## src/pin_router_pkg.sv

```systemverilog
package pin_router_pkg;

  // ************************************************************
  // Sizes
  // ************************************************************
  localparam int SEL_W = 5;
  localparam int NUM_IN = 8;
  localparam int NUM_PINS = 24;
  localparam int NUM_SRC = 32;

  // ************************************************************
  // Register map, byte addresses
  // ************************************************************
  localparam logic [7:0] IN_SEL_BASE = 8'h00;
  localparam logic [7:0] OUT_SEL_BASE = 8'h40;
  localparam logic [7:0] LOCK_CTRL_ADDR = 8'hc0;
  localparam logic [5:0] IN_SEL_WORD = IN_SEL_BASE[7:2];
  localparam logic [5:0] OUT_SEL_WORD = OUT_SEL_BASE[7:2];
  localparam logic [5:0] LOCK_CTRL_WORD = LOCK_CTRL_ADDR[7:2];

  // Lock control register fields and keys
  localparam int LOCK_FLAG_BIT = 0;
  localparam int LOCK_FUSE_BIT = 1;
  localparam logic [7:0] KEY_FIRST = 8'h55;
  localparam logic [7:0] KEY_SECOND = 8'haa;

  // ************************************************************
  // Selection encodings and values after power-on reset
  // ************************************************************
  localparam logic [1:0] IN_RESERVED_TOP = 2'h3;
  localparam logic [4:0] IN_CODE_PORT_C_PIN7 = 5'h17;
  localparam logic [4:0] IN_CODE_PORT_C_PIN6 = 5'h16;
  localparam logic [4:0] SRC_PIN_LATCH = 5'h00;
  localparam logic [4:0] SRC_USART_SYNC_CLK = 5'h10;
  localparam logic [4:0] SRC_USART_SYNC_DATA = 5'h11;
  localparam logic [4:0] SRC_I2C_SCL = 5'h12;
  localparam logic [4:0] SRC_I2C_SDA = 5'h13;
  localparam logic [NUM_SRC-1:0] OVERRIDE_MASK = 32'h000f0000;
  localparam logic [4:0] OUT_SEL_RESET = 5'h00;
  // Peripheral i takes bits [i*5 +: 5]
  localparam logic [NUM_IN*SEL_W-1:0] IN_SEL_RESET = {5'h17, 5'h16, 5'h10, 5'h11, 5'h12, 5'h13, 5'h04, 5'h05};

  // ************************************************************
  // Types
  // ************************************************************
  typedef struct packed {
    logic read;
    logic write;
    logic [7:0] address;
    logic [31:0] writedata;
    logic [3:0] byteenable;
  } avs_req_t;

  typedef struct packed {
    logic [31:0] readdata;
    logic waitrequest;
  } avs_rsp_t;

  typedef struct packed {
    logic [NUM_PINS-1:0] out;
    logic [NUM_PINS-1:0] oe_n;
  } pad_drive_t;

  typedef enum {KEY_IDLE, KEY_GOT_FIRST, KEY_ARMED} unlock_state_t;

endpackage : pin_router_pkg

```

## src/peripheral_pin_router.sv

```systemverilog
// What this block does
// - Only digital signals routed; analog stays fixed.
// - One input select per peripheral, common mapping.
// - One output select per pin, common mapping.
// - Direction bit governs driver for routed outputs.
// - Sync serial and I2C override direction.
// - Lock flag set blocks all select writes.
// - Lock flag changes only after 55, AA.
// - One-shot fuse: one clear, one set between resets; any reset rearms both.
// - Fuse clear: unlimited changes, sequence each time.
// - Select registers always read back.
// - Sleep never alters selections.
// - Power-on reset loads defaults, clears lock.
// - Other resets keep selections.
// - Codes 10111, 10110 pick port C pins.
//
// Implementation choices: register access over Avalon-MM and the register addresses.
module peripheral_pin_router (
  input wire logic clock,
  input wire logic sys_rst,
  input wire logic por_rst,
  input wire logic one_shot_lock_fuse,
  input wire pin_router_pkg::avs_req_t avs_req,
  output pin_router_pkg::avs_rsp_t avs_rsp,
  input wire logic [pin_router_pkg::NUM_PINS-1:0] pad_in,
  input wire logic [pin_router_pkg::NUM_PINS-1:0] pin_direction_control,
  input wire logic [pin_router_pkg::NUM_PINS-1:0] pin_latch,
  input wire logic [pin_router_pkg::NUM_SRC-1:0] periph_src,
  input wire logic [pin_router_pkg::NUM_SRC-1:0] periph_src_oe_n,
  output logic [pin_router_pkg::NUM_IN-1:0] periph_in,
  output pin_router_pkg::pad_drive_t pad_drive,
  output logic selection_lock_flag
);

  // ************************************************************
  // Register state
  // ************************************************************
  logic [4:0] in_sel_r [pin_router_pkg::NUM_IN];
  logic [4:0] out_sel_r [pin_router_pkg::NUM_PINS];
  logic lock_r;
  logic one_shot_r;
  logic clear_used_r;
  logic set_used_r;
  pin_router_pkg::unlock_state_t key_state_r;
  logic done_r;
  logic [31:0] readdata_r;
  logic [pin_router_pkg::NUM_PINS-1:0] pad_meta_r;
  logic [pin_router_pkg::NUM_PINS-1:0] pad_sync_r;

  // ************************************************************
  // Bus decode
  // ************************************************************
  logic req;
  logic acc_wr;
  logic aligned;
  logic [5:0] word;
  logic in_hit;
  logic out_hit;
  logic lock_hit;
  logic [2:0] in_idx;
  logic [4:0] out_idx;
  logic [7:0] wd8;
  logic wr_lock;
  logic sel_wr;
  logic dev_rst;
  logic flag_wr;
  logic new_flag;
  logic armed;

  assign req = avs_req.read | avs_req.write;
  assign aligned = (avs_req.address[1:0] == 2'h0);
  assign word = avs_req.address[7:2];
  assign in_hit = aligned && (word >= pin_router_pkg::IN_SEL_WORD)
                  && (word < pin_router_pkg::IN_SEL_WORD + 6'(pin_router_pkg::NUM_IN));
  assign out_hit = aligned && (word >= pin_router_pkg::OUT_SEL_WORD)
                   && (word < pin_router_pkg::OUT_SEL_WORD + 6'(pin_router_pkg::NUM_PINS));
  assign lock_hit = aligned && (word == pin_router_pkg::LOCK_CTRL_WORD);
  assign in_idx = 3'(word - pin_router_pkg::IN_SEL_WORD);
  assign out_idx = 5'(word - pin_router_pkg::OUT_SEL_WORD);
  assign wd8 = avs_req.writedata[7:0];
  // Write lands on the edge where waitrequest is seen low
  assign acc_wr = avs_req.write && done_r && avs_req.byteenable[0];
  assign wr_lock = acc_wr && lock_hit;
  assign sel_wr = acc_wr && (in_hit || out_hit);
  assign dev_rst = sys_rst || por_rst;
  assign armed = (key_state_r == pin_router_pkg::KEY_ARMED);
  assign new_flag = wd8[pin_router_pkg::LOCK_FLAG_BIT];

  // Whole response driven at once; waitrequest comes straight from the request
  assign avs_rsp = '{readdata: readdata_r, waitrequest: req && !done_r};
  assign selection_lock_flag = lock_r;

  // One wait cycle per access, then answer
  always_ff @(posedge clock) begin
    if (sys_rst) begin
      done_r <= 1'b0;
    end else begin
      done_r <= req && !done_r;
    end
  end

  always_ff @(posedge clock) begin
    if (sys_rst) begin
      readdata_r <= 32'h0;
    end else if (avs_req.read && !done_r) begin
      if (in_hit) begin
        readdata_r <= {27'h0, in_sel_r[in_idx]};
      end else if (out_hit) begin
        readdata_r <= {27'h0, out_sel_r[out_idx]};
      end else if (lock_hit) begin
        readdata_r <= {30'h0, one_shot_r, lock_r};
      end else begin
        readdata_r <= 32'h0;
      end
    end
  end

  // ************************************************************
  // Unlock sequence
  // ************************************************************
  // key sequence
  always_ff @(posedge clock) begin
    if (dev_rst) begin
      key_state_r <= pin_router_pkg::KEY_IDLE;
    end else if (wr_lock) begin
      case (key_state_r)
        pin_router_pkg::KEY_IDLE: begin
          key_state_r <= (wd8 == pin_router_pkg::KEY_FIRST) ? pin_router_pkg::KEY_GOT_FIRST
                                                              : pin_router_pkg::KEY_IDLE;
        end
        pin_router_pkg::KEY_GOT_FIRST: begin
          key_state_r <= (wd8 == pin_router_pkg::KEY_SECOND) ? pin_router_pkg::KEY_ARMED
                                                               : pin_router_pkg::KEY_IDLE;
        end
        default: begin
          key_state_r <= pin_router_pkg::KEY_IDLE;
        end
      endcase
    end
  end

  // Fuse is sampled while reset is held, then frozen
  always_ff @(posedge clock) begin
    if (dev_rst) begin
      one_shot_r <= one_shot_lock_fuse;
    end
  end

  assign flag_wr = wr_lock && armed
                   && !(one_shot_r && (new_flag ? set_used_r : clear_used_r));

  always_ff @(posedge clock) begin
    if (dev_rst) begin
      clear_used_r <= 1'b0;
      set_used_r <= 1'b0;
    end else if (flag_wr) begin
      if (new_flag) begin
        set_used_r <= 1'b1;
      end else begin
        clear_used_r <= 1'b1;
      end
    end
  end

  always_ff @(posedge clock) begin
    if (por_rst) begin
      lock_r <= 1'b0;
    end else if (flag_wr) begin
      lock_r <= new_flag;
    end
  end

  // ************************************************************
  // Selection registers
  // ************************************************************
  // no sleep term: selections hold through sleep
  always_ff @(posedge clock) begin
    if (por_rst) begin
      for (int i = 0; i < pin_router_pkg::NUM_IN; i++) begin
        in_sel_r[i] <= pin_router_pkg::IN_SEL_RESET[i*pin_router_pkg::SEL_W +: pin_router_pkg::SEL_W];
      end
    end else if (acc_wr && in_hit && !lock_r) begin
      in_sel_r[in_idx] <= wd8[4:0];
    end
  end

  always_ff @(posedge clock) begin
    if (por_rst) begin
      for (int i = 0; i < pin_router_pkg::NUM_PINS; i++) begin
        out_sel_r[i] <= pin_router_pkg::OUT_SEL_RESET;
      end
    end else if (acc_wr && out_hit && !lock_r) begin
      out_sel_r[out_idx] <= wd8[4:0];
    end
  end

  // ************************************************************
  // Crossbar
  // ************************************************************
  // Pads are asynchronous to this clock
  always_ff @(posedge clock) begin
    if (sys_rst) begin
      pad_meta_r <= '0;
      pad_sync_r <= '0;
    end else begin
      pad_meta_r <= pad_in;
      pad_sync_r <= pad_meta_r;
    end
  end

  logic [pin_router_pkg::NUM_PINS-1:0] pad_out_v;
  logic [pin_router_pkg::NUM_PINS-1:0] pad_oe_n_v;

  // digital only; analog paths never enter here
  genvar g;
  generate
    for (g = 0; g < pin_router_pkg::NUM_IN; g++) begin : g_in
      input_select_mux u_in (
        .clock(clock),
        .sys_rst(sys_rst),
        .sel(in_sel_r[g]),
        .pins(pad_sync_r),
        .routed(periph_in[g])
      );
    end
    for (g = 0; g < pin_router_pkg::NUM_PINS; g++) begin : g_out
      pin_output_mux u_out (
        .clock(clock),
        .sys_rst(sys_rst),
        .sel(out_sel_r[g]),
        .sources(periph_src),
        .sources_oe_n(periph_src_oe_n),
        .latch(pin_latch[g]),
        .dir(pin_direction_control[g]),
        .pad_out(pad_out_v[g]),
        .pad_oe_n(pad_oe_n_v[g])
      );
    end
  endgenerate

  // Struct built in one place, so each field has a single driver
  assign pad_drive = '{out: pad_out_v, oe_n: pad_oe_n_v};

  // ************************************************************
  // Assertions
  // ************************************************************
  logic ovr_oe0;
  logic rd_ans;
  assign ovr_oe0 = periph_src_oe_n[out_sel_r[0]];
  assign rd_ans = avs_req.read && done_r;

  logic [pin_router_pkg::NUM_IN*pin_router_pkg::SEL_W-1:0] in_sel_flat;
  logic [pin_router_pkg::NUM_PINS*pin_router_pkg::SEL_W-1:0] out_sel_flat;

  // Tables packed flat, so freeze checks cover every register, not one
  always_comb begin
    for (int i = 0; i < pin_router_pkg::NUM_IN; i++) begin
      in_sel_flat[i*pin_router_pkg::SEL_W +: pin_router_pkg::SEL_W] = in_sel_r[i];
    end
    for (int i = 0; i < pin_router_pkg::NUM_PINS; i++) begin
      out_sel_flat[i*pin_router_pkg::SEL_W +: pin_router_pkg::SEL_W] = out_sel_r[i];
    end
  end
endmodule : peripheral_pin_router

```

## src/input_select_mux.sv

```systemverilog
module input_select_mux (
  input wire logic clock,
  input wire logic sys_rst,
  input wire logic [4:0] sel,
  input wire logic [pin_router_pkg::NUM_PINS-1:0] pins,
  output logic routed
);

  always_ff @(posedge clock) begin
    if (sys_rst) begin
      routed <= 1'b0;
    end else if (sel[4:3] == pin_router_pkg::IN_RESERVED_TOP) begin
      routed <= 1'b0;
    end else begin
      routed <= pins[sel];
    end
  end

endmodule : input_select_mux

```

## src/pin_output_mux.sv

```systemverilog
module pin_output_mux (
  input wire logic clock,
  input wire logic sys_rst,
  input wire logic [4:0] sel,
  input wire logic [pin_router_pkg::NUM_SRC-1:0] sources,
  input wire logic [pin_router_pkg::NUM_SRC-1:0] sources_oe_n,
  input wire logic latch,
  input wire logic dir,
  output logic pad_out,
  output logic pad_oe_n
);

  always_ff @(posedge clock) begin
    if (sys_rst) begin
      pad_out <= 1'b0;
    end else if (sel == pin_router_pkg::SRC_PIN_LATCH) begin
      pad_out <= latch;
    end else begin
      pad_out <= sources[sel];
    end
  end

  // Driver released during reset so no pad fights at power-up
  always_ff @(posedge clock) begin
    if (sys_rst) begin
      pad_oe_n <= 1'b1;
    end else if (pin_router_pkg::OVERRIDE_MASK[sel]) begin
      pad_oe_n <= sources_oe_n[sel];
    end else begin
      pad_oe_n <= dir;
    end
  end

endmodule : pin_output_mux

```

## config.mk

```make
export PLATFORM = sky130hd
export DESIGN_NAME = peripheral_pin_router
export DESIGN_NICKNAME = d
export VERILOG_FILES = /design/src/pin_router_pkg.sv /design/src/peripheral_pin_router.sv /design/src/input_select_mux.sv /design/src/pin_output_mux.sv
export SDC_FILE = /design/constraint.sdc
export NUM_CORES = 1
export LEC_CHECK = 0
export BUFFER_PORTS_ARGS = -buffer_cell sky130_fd_sc_hd__buf_4
export CORE_MARGIN = 2
export CORE_UTILIZATION = 45
export CTS_CLUSTER_SIZE = 28
export DETAILED_ROUTE_END_ITERATION = 7
export GPL_TIMING_DRIVEN = 0
export PLACE_DENSITY_LB_ADDON = 0.08
export REMOVE_ABC_BUFFERS = 1
export SYNTH_ARGS = -nofsm -noshare
export SYNTH_HDL_FRONTEND = slang
export SYNTH_HIERARCHICAL = 1
export SYNTH_SLANG_ARGS = --single-unit
```

## constraint.sdc

```tcl
create_clock -name clock -period 6 [get_ports clock]
set_input_delay 0.9 -clock clock [delete_from_list [all_inputs] [get_ports clock]]
set_output_delay 0.9 -clock clock [all_outputs]
set_load 0.03 [all_outputs]
```

==> metrics.txt, run 1 <==
Final Hold Vio Count 0; CTS tree yes; io pins between 200 and 300; commonest cells after routing, fill and taps aside buf_4, edfxtp_1, mux2i_1; postcts setup bufs 0; period utilisation layout a little over half; Syn Inst Count approximately 1.8k; CP Class primary input to flip-flop; Die Span Y 227.3 µm; Design Area, Final 0.02489 mm²; Cell Area, Placed 0.02369 mm²; clk_skew roughly 0.027 ns; Mapped Avg Cell Area ~12 µm²; Clock Latency Late Sink 0.58 ns; ys async rst share 0%; Pins Over Slew Limit 0; commonest non-fill, non-tap cell in the layout buf_4; CTS resizes 0; I/O Buffers around 190; Slew @ Worst Pin roughly 1.0 ns; RSZ-0062 raised after global routing false; Max stage delay on crit path between 0.5 and 0.6 ns; core area approximately 0.05 mm²; antenna-violating nets left 0; Max-Cap Viols 0; final core utilization 50.74%; post-synth top area share between 20% and 30%; Register Area 0.007617 mm²; Routed Wire Length between 70,000 and 80,000 µm; crit-path cells buf_4 -> or3b_1 -> a2111oi_4 -> nand2_1 -> nor2_1 -> or2_2; YS warnings 6; cts hold-fix bufs 0; layout cell share with drive strength beyond 1 between 20% and 30%; Initial Util between 40% and 50%; CTS clk-pin slew, worst paths ~0.06 ns; Post-Syn Area 0.02243 mm²; DR iter-0 viols roughly 2.3k; CTS sink cnt approximately 290; post-synthesis cell type count 62; post-DR wirelength/cell 29.53 µm; row count between 80 and 90; number of buffers created by CTS 36; vias in the first global route around 17k; area occupied by multi-input gates 0.01375 mm²; sequential fraction of the synthesis area approximately 34%; Clock Root Buffer clkbuf_16; largest net degree at the start of global routing about 80; Power Total ~5500 µW; fmax between 300 and 400 MHz; dpl hpwl about 46,000 µm; NumNets Final roughly 2.1k; CP startpoint kind primary input; Via density approximately 6.8; Arr. time, crit path approximately 3.5 ns; static leakage 0.009181 µW; Layout fillers approximately 4.4k; final setup violation count 0; HP Class flip-flop to flip-flop; VDD IR max 0.1657 mV; required time of the worst setup path approximately 6.3 ns; Pre-Repair DR Iteration Count 7; initial antenna violation count 1; GRT Overall Usage between 20 and 30%; Critical Path Sink Type flip-flop; clock buffer depth 3; CP Max Fanout 26; die width between 200 and 250 µm; run status finished, final reports clean; die area approximately 0.052 mm²; Post-synth top flop edfxtp_1; total negative slack 0 ns; register bit count reported by yosys slightly below 300; total grt overflow 0; Layout area overhead 10.95%; Post-synth EDFFs 177; gpl congestion ~0.86; synth top area cells edfxtp_1, mux4_1, dfxtp_1; residual DRC count 0; H-tree lvl count 2; vias after detailed routing about 18k; global-route wire length before repair between 100,000 and 150,000 µm; slowest CP cell nand2_1; Synth area leader edfxtp_1; Period minus WS final around 3.2 ns; Relative slew margins between 30% and 40%; pwr/cell area 222.8 mW/mm²
[path summary, 6_finish.rpt]
check	from	endpoint	slack (ns)	cells past startpoint
setup / recovery	avs_req[42]	out_sel_r[3][3]	2.78	6
hold / removal	pad_meta_r[19]	pad_sync_r[19]	0.43	1
setup reg to reg	done_r	out_sel_r[3][3]	3.17	5
hold reg to reg	pad_meta_r[19]	pad_sync_r[19]	0.43	1
[state kept, by name, summed over array words and instances (netlist names)]
name,cells
clear_used_r,1
done_r,1
g_in.u_in/routed,8
g_out.u_out/pad_oe_n,24
g_out.u_out/pad_out,24
in_sel_r,40
key_state_r,2
one_shot_r,1
out_sel_r,136
pad_meta_r,24
pad_sync_r,24
readdata_r,5
selection_lock_flag,1
set_used_r,1
[cell type report]
class | count | area share, %
diodes | 1 | 0.01005
clock buffers | 56 | 4.303
clock inverters | 10 | 0.5278
inverters | 2 | 0.03016
multi-input cells | 1400 | 55.23
flip-flops and latches | 292 | 30.60
well taps | 664 | 3.338
repair buffers | 194 | 5.962
[through the flow]
step	instances	hold slack, ns	setup slack (ns)
floorplan	1694	0.4138	2.996
global placement	2550	0.4164	1.356
detailed placement	2552	0.4212	2.273
CTS	2618	0.4335	2.856
global route	2619	0.4532	2.631
finish	2619	0.4266	2.776
[synth_stat cells (all sizes together), types with 11 or more instances]
library cell	count
a21oi	84
nor2	61
nor2b	85
a311oi	24
nor3b	56
edfxtp	177
nor4	26
and2	103
nand2	61
nand3b	70
mux2	78
a31oi	24
a31o	24
dfxtp	115
mux2i	160
or2	32
buf	135
nor3	34
nand3	33
and3	16
o211ai	27
mux4	210
a211o	24
clkbuf	45
o311a	24
or3	14
a22oi	11
nand2b	19
[logic make-up after synthesis]
group           share of synthesized area, %
compound gates                         9.247
buf+inv                                5.494
flops                                  33.95
mux                                    34.55
other cells                          0.01672
simple gates                           16.74
[metal layers]
| metal | track usage [%] | routed length, µm | up-vias | part of all wire (%) |
|---|---|---|---|---|
| li1 | - | - | 7579 | - |
| met1 | 42.32 | 31960 | 8958 | 41 |
| met2 | 44.34 | 34380 | 1127 | 44 |
| met3 | 6.402 | 8250 | 180 | 11 |
| met4 | 10.94 | 2739 | 0 | 3.5 |
| met5 | 0 | 0 | - | 0 |
[where the power goes]
group / switching, µW / leakage (µW) / total, µW / internal (µW)
combinational: 512 / 0.00588 / 932 / 420
sequential: 148 / 0.00271 / 2360 / 2210
clock: 925 / 0.000585 / 2250 / 1330
total: 1580 / 0.00918 / 5550 / 3960
[critical path: cells and delay by family]
kind	cells	cell delay (ns)
AND/OR/NAND/NOR	4	1.76
AO/OA/AOI/OAI	1	0.55
buffers and inverters	1	0.22
No activity file was read; power rests on OpenSTA's default activity.
==> run 2, diff against run 1 <==
==> constraint.sdc (replaced) <==
create_clock -name clock -period 2.6 [get_ports clock]
set_input_delay 0.39 -clock clock [delete_from_list [all_inputs] [get_ports clock]]
set_output_delay 0.39 -clock clock [all_outputs]
set_load 0.03 [all_outputs]
==> run 2 against run 1 <==
  * Largest cell class unchanged
  * Critical endpoint unchanged
  * Sequential share of layout area shrank 0.081 points
  * Register-to-register slack lost 2.9 ns
  * Cell count grew 0.15%
  * Critical path depth shrank 2
==> metrics.txt, run 2 (synthesis results as in run 1) <==
residual DRC count 0 (unchanged); commonest cells after routing, fill and taps aside buf_4, edfxtp_1, mux2i_1; Via density 6.791 (-0.33%); Clock Root Buffer clkbuf_16; switching part of the total power 28.57% (about the same); Cell Area, Placed 0.02369 mm² (unchanged); vias in the first global route 16.72k (+0.13%); layout cell share with drive strength beyond 1 22.57% (+0.21 points); total negative slack 0 ns (unchanged); antenna-violating nets left 0 (unchanged); Slew @ Worst Pin 0.9314 ns (-0.1085 ns); Setup WS post-layout 0.1932 ns (-2.583 ns); worst hold path depth 2 (+1); met3 wire length 7991 µm (-3.1%); Die Span Y 227.3 µm (unchanged); required time of the worst setup path 2.87 ns (-3.39 ns); global-route wire length before repair 112,100 µm (about the same); DR iter-0 viols 2,608 (+14%); Pre-Repair DR Iteration Count 6 (-1); initial antenna violation count 1 (unchanged); NumNets Final 2,116 (+0.19%); number of buffers created by CTS 36 (unchanged); CTS clk-pin slew, worst paths 0.06 ns (about the same); crit-path cells buf_4 -> nand3b_1 -> nor2_1 -> or2_2; H-tree lvl count 2 (unchanged); final setup violation count 0 (unchanged); period utilisation layout 92.57%; Clock Latency Late Sink 0.58 ns (about the same); met2 WL post-DR 34,490 µm (+0.31%); static leakage 0.009219 µW (+0.41%); dpl hpwl 45,870 µm (unchanged); dpl cells 2,552 (unchanged); Final Hold Vio Count 0 (unchanged); run status finished, final reports clean; die width 227.3 µm (unchanged); CP Max Fanout 55 (+110%); Internal 9143 µW (+130%); Initial Util 45.74% (unchanged); final core utilization 50.88% (+0.14 points); Worst R2R Start done_r; post-DR wirelength/cell 29.53 µm (about the same); CP Class primary input to flip-flop; Flop pwr share 42.5% (about the same); VDD IR max 0.3825 mV (+130%); crit path from avs_req[39]; commonest non-fill, non-tap cell in the layout buf_4; Routed Wire Length 77,470 µm (+0.17%); row count 81 (unchanged); Relative slew margins 37.91% (+7.2 points); I/O Buffers 192 (unchanged); pre-CTS setup slack -0.6171 ns (-2.890 ns); pwr/cell area 512.8 mW/mm² (+130%); GRT Overall Usage 29.66% (about the same); largest net degree at the start of global routing 82 (unchanged); Layout fillers 4,378 (-0.068%); NetSw 3656 µW (+130%); slowest CP cell nand3b_1; Clock Power Share 40.6% (about the same); io pins 276 (unchanged); vias after detailed routing 17.81k (-0.17%); Largest regs out_sel_r x136, in_sel_r x40; highest metal used met4; Design Area, Final 0.02496 mm² (+0.27%); Critical Path Sink Type flip-flop; die area 0.05166 mm² (unchanged); clk_skew 0.02650 ns (-0.0005408 ns); total grt overflow 0 (unchanged); CTS sink cnt 292 (unchanged); RSZ-0062 raised after global routing false; M1 WL 32,260 µm (+0.94%); Max-Cap Viols 0 (unchanged); Period minus WS final approximately 2.4 ns; CTS tree yes; register with the highest flop count out_sel_r; HP Class primary input to flip-flop; Reg2Reg Depth 7 (+2); clock buffer depth 3 (unchanged); Arr. time, crit path 2.67 ns (-0.82 ns); fmax just over 400 MHz; Layout area overhead 11.25%; CP startpoint kind primary input; gpl congestion 0.8598 (unchanged); Max stage delay on crit path 0.76 ns (+0.20 ns); max reg flops 136 (unchanged); Pins Over Slew Limit 0 (unchanged); Min-Delay Startpoint pad_in[20]; Comb pwr share 16.8% (about the same); post-route insts no fill 2,623 (+0.15%); core area 0.04905 mm² (unchanged)
## run 2: changes by cell type in the layout (fill, tap and decap cells not counted)
cell and change:
buf_12 +1, buf_4 +1, buf_6 +1, dlygate4sd3_1 +1
nand2_1 -2, nand2_2 +1, nand2_4 +1, nand3_2 -1
nand3_4 +1
## run 2: per-stage QoR
step	total power, µW	hold WS, ns
after global placement	7595	0.4164
final	12800	0.02247
after detailed placement	7638	0.4212
after floorplan	6589	0.4138
after global routing	13170	0.01853
after CTS	12820	0.002286
## run 2: what timing repair did
| item | CTS | global route |
|---|---|---|
| hold buffers | 1 | 0 |
| hold endpoints to repair | 1 | 0 |
| pin swaps | 1 | 3 |
| resized for setup | 4 | 1 |
| endpoints found under the setup margin | 59 | 74 |
| setup buffers | 0 | 3 |
## run 2: worst max-delay path, delay by kind of cell
family	cells	cell delay, ns
buffers and inverters	1	0.65
and+or+nand+nor	3	1.55
## run 2: final timing paths
check,to,slack [ns]
worst max-delay path,out_sel_r[3][3],0.19
worst min-delay path,pad_meta_r[20],0.02
worst max register to register,out_sel_r[9][3],0.23
worst min register to register,pad_sync_r[19],0.43
## run 2: layer usage
layer | global-route usage, % | vias up
li1 | - | 7584
met1 | 42.33 | 8966
met2 | 44.43 | 1086
met3 | 6.376 | 177
met4 | 10.92 | 0
met5 | 0 | -
## run 2: power by group through the flow
stage               Combinational, µW  Sequential (µW)  Clock [µW]
CTS                              2120             5430        5270
detailed placement               2110             5530           0
finish                           2150             5440        5200
floorplan                        1060             5530           0
global route                     2260             5470        5440
global placement                 2080             5520           0
## run 2: area by class of cell
| type | count | area (µm²) | share of cell area (%) |
|---|---|---|---|
| clock inverters | 10 | 131.4 | 0.5264 |
| well taps | 664 | 830.8 | 3.329 |
| inverters | 2 | 7.507 | 0.03008 |
| multi-input cells | 1400 | 13760 | 55.15 |
| diodes | 1 | 2.502 | 0.01003 |
| clock buffers | 56 | 1071 | 4.291 |
| flip-flops and latches | 292 | 7617 | 30.52 |
| repair buffers | 198 | 1533 | 6.141 |
